===== src/rtl/ddsl_pkg.sv =====
// constants shared by the dual converter serial load logic
package ddsl_pkg;
  localparam int          WORD_W      = 16;
  localparam int          CODE_W      = 14;
  localparam int          ADDR_HI_POS = 15;
  localparam int          ADDR_LO_POS = 14;
  localparam logic [13:0] ZERO_CODE   = 14'h0000;
  localparam logic [13:0] HALF_CODE   = 14'h2000;
  localparam logic [1:0]  ADDR_NONE   = 2'h0;
  localparam logic [1:0]  ADDR_A      = 2'h1;
  localparam logic [1:0]  ADDR_B      = 2'h2;
  localparam logic [1:0]  ADDR_BOTH   = 2'h3;
  localparam int          FIFO_DEPTH  = 8;
  localparam int          PIN_COUNT   = 7;
  localparam logic [1:0]  POR_CYCLES  = 2'h3;
endpackage


===== src/rtl/ddsl_fifo_if.sv =====
// word path between the serial front end and the word store
`timescale 1ns/100ps
`default_nettype none
interface ddsl_fifo_if #(
  parameter int W = 16
);
  logic         push_valid;
  logic         push_ready;
  logic [W-1:0] push_data;
  logic         pop_valid;
  logic         pop_ready;
  logic [W-1:0] pop_data;
  logic         flush;

  modport fill  (output push_valid, output push_data, output flush, input push_ready);
  modport store (input push_valid, input push_data, input flush, input pop_ready,
                 output push_ready, output pop_valid, output pop_data);
  modport drain (input pop_valid, input pop_data, output pop_ready);
endinterface
`default_nettype wire


===== src/rtl/ddsl_sync.sv =====
// two flip-flop synchroniser for a group of pin levels
`timescale 1ns/100ps
`default_nettype none
module ddsl_sync #(
  parameter int W = 1
) (
  input  wire logic         clk,
  input  wire logic [W-1:0] din,
  output var  logic [W-1:0] dout
);
  logic [W-1:0] meta_ff;
  logic [W-1:0] stab_ff;

  always_ff @(posedge clk) begin
    meta_ff <= din;
    stab_ff <= meta_ff;
  end

  assign dout = stab_ff;
endmodule
`default_nettype wire


===== src/rtl/ddsl_fifo.sv =====
// word store with valid/ready on both sides and a flush
`timescale 1ns/100ps
`default_nettype none
module ddsl_fifo #(
  parameter int W = ddsl_pkg::WORD_W,
  parameter int D = ddsl_pkg::FIFO_DEPTH
) (
  input  wire logic clk,
  input  wire logic rst_n,
  ddsl_fifo_if.store bus
);
  localparam int PW = $clog2(D);
  localparam int CW = $clog2(D + 1);
  localparam logic [CW-1:0] FULL_CNT = CW'(D);

  logic [W-1:0]  mem_ff [D];
  logic [PW-1:0] wr_ptr_ff;
  logic [PW-1:0] rd_ptr_ff;
  logic [CW-1:0] cnt_ff;
  logic          do_push;
  logic          do_pop;

  assign bus.push_ready = (cnt_ff != FULL_CNT);
  assign bus.pop_valid  = (cnt_ff != '0);
  assign bus.pop_data   = mem_ff[rd_ptr_ff];
  assign do_push = bus.push_valid && bus.push_ready && !bus.flush;
  assign do_pop  = bus.pop_valid && bus.pop_ready && !bus.flush;

  function automatic logic [PW-1:0] ptr_inc(input logic [PW-1:0] p);
    ptr_inc = (p == PW'(D - 1)) ? '0 : p + PW'(1);
  endfunction

  always_ff @(posedge clk) begin
    if (do_push) begin
      mem_ff[wr_ptr_ff] <= bus.push_data;
    end
  end

  always_ff @(posedge clk) begin
    if (!rst_n || bus.flush) begin
      wr_ptr_ff <= '0;
      rd_ptr_ff <= '0;
      cnt_ff    <= '0;
    end else begin
      if (do_push) begin
        wr_ptr_ff <= ptr_inc(wr_ptr_ff);
      end
      if (do_pop) begin
        rd_ptr_ff <= ptr_inc(rd_ptr_ff);
      end
      cnt_ff <= cnt_ff + CW'(do_push) - CW'(do_pop);
    end
  end
endmodule
`default_nettype wire


===== src/rtl/ddsl_top.sv =====
// serial load, input and converter registers of a dual 14-bit converter
//
// Functional notes
// - every transfer moves one 16-bit word into the serial shift register.
// - the word arrives top bit first and the first bit received ends in bit 15.
// - data is sampled on each rising link clock edge, shifting one bit per edge.
// - bits are accepted only while chip select is low; otherwise the shifter holds.
// - when more than sixteen bits arrive only the last sixteen are used.
// - a rising chip select queues the word; its code bits reach the addressed input registers while update_hold is low.
// - bit 15 is the upper address bit, bit 14 the lower, bits 13..0 the code.
// - address 00 loads nothing, 01 channel A, 10 channel B, 11 both alike.
// - converter registers follow input registers while the strobe is low, else hold.
// - the one load strobe moves both channels in the same cycle.
// - while preset is low the input and converter registers are forced to 0000h or 2000h by the level pin; the shifter still shifts but no word is queued.
// - two independent 14-bit channels each have an input and a converter register.
// - the load strobe is a level-sensitive active-low input untouched by chip select.
// - after reset all registers take zero or half scale until a serial load occurs.
`timescale 1ns/100ps
`default_nettype none
module ddsl_top (
  input  wire logic        clk,
  input  wire logic        rst_n,
  input  wire logic        link_clk,
  input  wire logic        chip_sel_n,
  input  wire logic        serial_data_in,
  input  wire logic        load_strobe_n,
  input  wire logic        preset_n,
  input  wire logic        half_scale_sel,
  input  wire logic        update_hold,
  output var  logic [13:0] dac_code_a,
  output var  logic [13:0] dac_code_b,
  output var  logic [13:0] input_code_a,
  output var  logic [13:0] input_code_b,
  output var  logic        word_dropped,
  output var  logic        store_full
);
  ////////////////////////////////////////////////////////////////////////////
  // pin synchronisers and edge finders
  logic [ddsl_pkg::PIN_COUNT-1:0] pin_s;
  logic                           sclk_s;
  logic                           cs_n_s;
  logic                           sdi_s;
  logic                           load_strobe_n_n_s;
  logic                           preset_n_s;
  logic                           half_s;
  logic                           hold_s;
  logic                           sclk_d_ff;
  logic                           cs_d_ff;
  logic                           sclk_rise;
  logic                           cs_rise;

  ddsl_sync #(
    .W(ddsl_pkg::PIN_COUNT)
  ) u_pin_sync (
    .clk  (clk),
    .din  ({link_clk, chip_sel_n, serial_data_in, load_strobe_n,
            preset_n, half_scale_sel, update_hold}),
    .dout (pin_s)
  );

  assign {sclk_s, cs_n_s, sdi_s, load_strobe_n_n_s, preset_n_s, half_s, hold_s} = pin_s;

  always_ff @(posedge clk) begin
    if (!rst_n) begin
      sclk_d_ff <= 1'b0;
      cs_d_ff   <= 1'b1;
    end else begin
      sclk_d_ff <= sclk_s;
      cs_d_ff   <= cs_n_s;
    end
  end

  assign sclk_rise = sclk_s && !sclk_d_ff;
  assign cs_rise   = cs_n_s && !cs_d_ff;

  ////////////////////////////////////////////////////////////////////////////
  // power-on settling and preset
  logic [1:0]                   por_cnt_ff;
  logic                         preset_act;
  logic [ddsl_pkg::CODE_W-1:0]  preset_code;

  // hold preset until the level pin has passed its synchroniser
  always_ff @(posedge clk) begin
    if (!rst_n) begin
      por_cnt_ff <= ddsl_pkg::POR_CYCLES;
    end else if (por_cnt_ff != 2'h0) begin
      por_cnt_ff <= por_cnt_ff - 2'h1;
    end
  end

  assign preset_act  = (por_cnt_ff != 2'h0) || !preset_n_s;
  assign preset_code = half_s ? ddsl_pkg::HALF_CODE : ddsl_pkg::ZERO_CODE;

  ////////////////////////////////////////////////////////////////////////////
  // serial shift register
  logic [ddsl_pkg::WORD_W-1:0] shift_ff;

  // older bits fall off the top, so the last sixteen remain
  always_ff @(posedge clk) begin
    if (!rst_n) begin
      shift_ff <= '0;
    end else if (sclk_rise && !cs_n_s) begin
      shift_ff <= {shift_ff[ddsl_pkg::WORD_W-2:0], sdi_s};
    end
  end

  ////////////////////////////////////////////////////////////////////////////
  // word store between the link and the input registers
  ddsl_fifo_if #(.W(ddsl_pkg::WORD_W)) fif ();

  assign fif.push_valid = cs_rise && !preset_act;
  assign fif.push_data  = shift_ff;
  assign fif.flush      = preset_act;
  assign fif.pop_ready  = !hold_s && !preset_act;

  ddsl_fifo #(
    .W(ddsl_pkg::WORD_W),
    .D(ddsl_pkg::FIFO_DEPTH)
  ) u_store (
    .clk   (clk),
    .rst_n (rst_n),
    .bus   (fif)
  );

  logic word_dropped_ff;
  logic store_full_ff;

  // a word arriving at a full store is lost and flagged for one cycle
  always_ff @(posedge clk) begin
    if (!rst_n) begin
      word_dropped_ff <= 1'b0;
      store_full_ff   <= 1'b0;
    end else begin
      word_dropped_ff <= fif.push_valid && !fif.push_ready;
      store_full_ff   <= !fif.push_ready;
    end
  end

  ////////////////////////////////////////////////////////////////////////////
  // input registers
  logic                        pop;
  logic [1:0]                  pop_addr;
  logic [ddsl_pkg::CODE_W-1:0] pop_code;
  logic [1:0]                  chan_sel;
  logic [ddsl_pkg::CODE_W-1:0] input_a_ff;
  logic [ddsl_pkg::CODE_W-1:0] input_b_ff;

  // bit 0 of the result selects channel A, bit 1 channel B
  function automatic logic [1:0] chan_decode(input logic [1:0] addr);
    case (addr)
      ddsl_pkg::ADDR_NONE: chan_decode = 2'h0;
      ddsl_pkg::ADDR_A:    chan_decode = 2'h1;
      ddsl_pkg::ADDR_B:    chan_decode = 2'h2;
      ddsl_pkg::ADDR_BOTH: chan_decode = 2'h3;
      default:             chan_decode = 2'h0;
    endcase
  endfunction

  assign pop      = fif.pop_valid && fif.pop_ready;
  assign pop_addr = {fif.pop_data[ddsl_pkg::ADDR_HI_POS],
                     fif.pop_data[ddsl_pkg::ADDR_LO_POS]};
  assign pop_code = fif.pop_data[ddsl_pkg::CODE_W-1:0];
  assign chan_sel = chan_decode(pop_addr);

  always_ff @(posedge clk) begin
    if (!rst_n || preset_act) begin
      input_a_ff <= preset_code;
    end else if (pop && chan_sel[0]) begin
      input_a_ff <= pop_code;
    end
  end

  always_ff @(posedge clk) begin
    if (!rst_n || preset_act) begin
      input_b_ff <= preset_code;
    end else if (pop && chan_sel[1]) begin
      input_b_ff <= pop_code;
    end
  end

  ////////////////////////////////////////////////////////////////////////////
  // converter registers
  logic [ddsl_pkg::CODE_W-1:0] dac_a_ff;
  logic [ddsl_pkg::CODE_W-1:0] dac_b_ff;

  // one strobe, both channels; chip select plays no part here
  always_ff @(posedge clk) begin
    if (!rst_n || preset_act) begin
      dac_a_ff <= preset_code;
      dac_b_ff <= preset_code;
    end else if (!load_strobe_n_n_s) begin
      dac_a_ff <= input_a_ff;
      dac_b_ff <= input_b_ff;
    end
  end

  assign dac_code_a   = dac_a_ff;
  assign dac_code_b   = dac_b_ff;
  assign input_code_a = input_a_ff;
  assign input_code_b = input_b_ff;
  assign word_dropped = word_dropped_ff;
  assign store_full   = store_full_ff;
endmodule
`default_nettype wire


===== config.mk =====
export PLATFORM = sky130hd
export DESIGN_NAME = ddsl_top
export DESIGN_NICKNAME = d
export VERILOG_FILES = /design/src/rtl/ddsl_pkg.sv /design/src/rtl/ddsl_fifo_if.sv /design/src/rtl/ddsl_sync.sv /design/src/rtl/ddsl_fifo.sv /design/src/rtl/ddsl_top.sv
export SDC_FILE = /design/constraint.sdc
export NUM_CORES = 1
export LEC_CHECK = 0
export ABC_AREA = 0
export ABC_CLOCK_PERIOD_IN_PS = 3800
export BUFFER_PORTS_ARGS = -buffer_cell sky130_fd_sc_hd__buf_2
export CORE_ASPECT_RATIO = 0.7
export CORE_MARGIN = 4
export CORE_UTILIZATION = 45
export CTS_BUF_LIST = sky130_fd_sc_hd__clkbuf_2 sky130_fd_sc_hd__clkbuf_4 sky130_fd_sc_hd__clkbuf_8
export DETAILED_ROUTE_END_ITERATION = 7
export PLACE_DENSITY_LB_ADDON = 0.12
export SLEW_MARGIN = 20
export SYNTH_ARGS = -nofsm -noshare
export SYNTH_HDL_FRONTEND = slang
export SYNTH_SLANG_ARGS = --single-unit

===== constraint.sdc =====
create_clock -name clk -period 3.8 [get_ports clk]
set_input_delay 0.76 -clock clk [delete_from_list [all_inputs] [get_ports clk]]
set_output_delay 0.76 -clock clk [all_outputs]
set_load 0.01 [all_outputs]

==> impl_results.md <==
* Synth cell count leaders: edfxtp_1, dfxtp_1, nand2_1, and2_1, nor2_1
* DRT met1 WL at 7824 um
* GRT overflow at 0
* Routed vias at 4,318
* Vias in the first global route at 4,518
* Core ar. at 18,370 sq um
* CTS buffer count at 36
* Unique cell type count in the Yosys netlist at 42
* R2r setup slk at 1.26 ns
* P per Cell Area at 495.5 nW/um^2
* Routed WL at 16,390 um
* Top FF cell, synth: edfxtp_1
* Max cap viols at 0
* Crit path buffers/inverters at 2
* Largest net degree at the start of global routing at 35
* Nets at 609
* Leakage at 3.698 nW
* CP arrival at 2.73 ns
* Fmax at 393.4 MHz
* Pins Over Slew Limit at 0
* TritonCTS clock tree: yes
* Maximum VDD drop at 361.0 uV
* Yosys top cell area share at 0.6425
* Hold Vio Cnt, Final at 0
* Synth area leader: edfxtp_1
* Min cycle time layout at 2.542 ns
* Hold WC Path Type: register to register
* YS warnings at 0
* Vias per std cell at 5.074
* Synth top area cells: edfxtp_1, dfxtp_1, mux4_2, mux4_1, nand2_1
* Critical Path Max Stage Delay at 0.47 ns
* Clock transition at path regs at 0.06 ns
* Post-DP HPWL at 10,330 um
* Share of cells above drive strength 1 at 0.2846
* Number of synthesized flops with an enable pin at 184
* Hold depth at 0
* Top-count cell post-synth: edfxtp_1
* WHS at 0.3260 ns
* Worst r2r path cells at 7
* Initial drt markers at 248
* Cell Area, Synth at 8599 sq um
* CTS Hold Buffers Added at 0
* Die width at 173.2 um
* WL met2 at 6865 um
* Syn avg cell area at 17.62 sq um
* Initial antenna violation count at 0
* DR top layer: met4
* Mapped Nets at 508
* DRT Pass-1 Iters at 5
* CP endpoint kind: register
* Crit path cell chain: inv_1, ha_1, nand4b_1, a21oi_2, nand2_1, nor2_1, buf_4
* Die area at 21,420 sq um
* Worst r2r dst: u_store.mem_ff[5][2]
* Outcome: completed
* CP max FO at 12
* Worst hold path startpoint: u_pin_sync.meta_ff[3]
* CP delay by family, top: simple AND/OR/NAND/NOR gates
* CTS HTree Levels at 2
* Inserted Diodes at 0
* Fillers at 1,494
* Post-cts resize count at 0
* FP Rows at 41
* First-pass GRT wire length at 25,640 um
* Sum of negative setup slack at 0 ns
* Sequential share of the synthesized area at 0.7566
* Root Buffer: clkbuf_8
* Final Cycle Share at 0.6689
* GRT Total Usage at 0.1566
* GPL Wtd Cong at 0.7156
* Multi-input logic area at 1958 sq um
* Hold EP: u_pin_sync.dout[3]
* Setup Crit Path Kind: register to register
* Residual DRC at 0
* Register Area at 6507 sq um
* DRT antenna net count at 0
* Post-CTS Setup Repair Bufs at 0
* Worst slew pin tran at 0.6983 ns
* I/O Pins at 67
* Met3 WL at 1370 um
* Clock Latency Late Sink at 0.51 ns
* Crit Reg-Reg Startpoint: por_cnt_ff[0]
* Die Y at 123.7 um
* Asr flop ratio synth at 0
* Slew HR at 0.5344
* Deepest clock path buffer count at 3
* Area delta synth->final at 16.31%
* Initial Utilization at 0.4683
* # clock sinks at 233
* Final Setup Violations at 0
* Worst path required time at 3.99 ns
* Syn Inst Count at 488
* Per-cell routed wire length at 19.26 um
* Worst Setup Start Kind: register
* Slowest cell on the critical path: nor2_1
* RSZ-0062 raised after global routing: false
* # port buffers at 66
* Yosys reg bits at 233
* Fin Clk Skew at 0.01390 ns
[power by group]
group	total (W)	switching (W)	internal [W]	leakage (nW)
combinational	0.0000939	0.0000572	0.0000366	1.04
clock	0.00209	0.000912	0.00117	0.396
sequential	0.00278	0.0000180	0.00276	2.27
[flip-flops by register name, summed over array words and instances, names as in the netlist, named ones only]
name                cells
u_store.rd_ptr_ff       3
input_code_a           14
sclk_d_ff               1
cs_d_ff                 1
u_pin_sync.dout         7
word_dropped            1
por_cnt_ff              2
store_full              1
input_code_b           14
u_store.cnt_ff          4
u_store.mem_ff        128
dac_code_a             14
fif.push_data          16
u_store.wr_ptr_ff       3
dac_code_b             14
u_pin_sync.meta_ff      7
[cell families after synthesis]
family                     share of synthesized area
DFF                                           0.7566
and+or+nand+nor                              0.07377
muxes                                         0.1010
AOI/OAI and AO/OA                            0.02983
buffers and inverters                        0.01892
adders and majority gates                    0.01688
xor gates and xnor gates                    0.003056
[how the worst max path moves through the flow]
stage	start	to	slack, ns	cells after the start
2_1_floorplan	por_cnt_ff[0]	input_code_a[0]	0.75	6
3_3_place_gp	rst_n	dac_code_a[7]	1.27	3
3_5_place_dp	rst_n	dac_code_a[7]	1.15	3
4_1_cts	por_cnt_ff[0]	u_store.mem_ff[5][2]	1.22	7
5_1_grt	por_cnt_ff[1]	u_store.mem_ff[5][3]	1.08	7
6_report	por_cnt_ff[0]	u_store.mem_ff[5][2]	1.26	7
[metal layers]
layer | up-vias | track usage
met5 | - | 0
met4 | 0 | 0.04733
met3 | 34 | 0.04612
met2 | 153 | 0.2321
met1 | 2085 | 0.2274
li1 | 2046 | -
[cell type report]
type	instances	share of cell area
multi-input combinational	227	0.1958
inverter	7	0.002627
timing repair buffer	84	0.04779
tap	236	0.02952
sequential	233	0.6506
clock inverter	8	0.003503
clock buffer	56	0.07018
[cells in the final DEF, fill, tap and decap left out, types with 7 or more instances in the layout]
| master | n |
|---|---|
| nor2_1 | 26 |
| nor2b_1 | 7 |
| buf_2 | 66 |
| mux4_2 | 20 |
| mux2i_1 | 17 |
| clkbuf_4 | 11 |
| buf_4 | 17 |
| a21boi_0 | 15 |
| clkbuf_8 | 45 |
| a21oi_1 | 8 |
| mux4_1 | 9 |
| nand2_1 | 48 |
| inv_1 | 7 |
| ha_1 | 10 |
| dfxtp_1 | 48 |
| and2_1 | 28 |
| edfxtp_1 | 184 |
| nand2b_1 | 7 |
[metrics by stage]
| stage | instances | setup WS (ns) | instance area [sq um] | util | power [W] |
|---|---|---|---|---|---|
| 2_1_floorplan | 488 | 0.7474 | 8600 | - | 0.002879 |
| 3_3_place_gp | 787 | 1.268 | 9263 | 0.5044 | 0.002921 |
| 3_5_place_dp | 787 | 1.154 | 9263 | 0.5044 | 0.002926 |
| 4_1_cts | 851 | 1.218 | 10000 | 0.5445 | 0.005029 |
| 5_1_grt | 851 | 1.075 | 10000 | 0.5446 | 0.005165 |
| 6_report | 851 | 1.258 | 10000 | 0.5446 | 0.004956 |
Note: power is estimated with default switching activity, not from simulation.
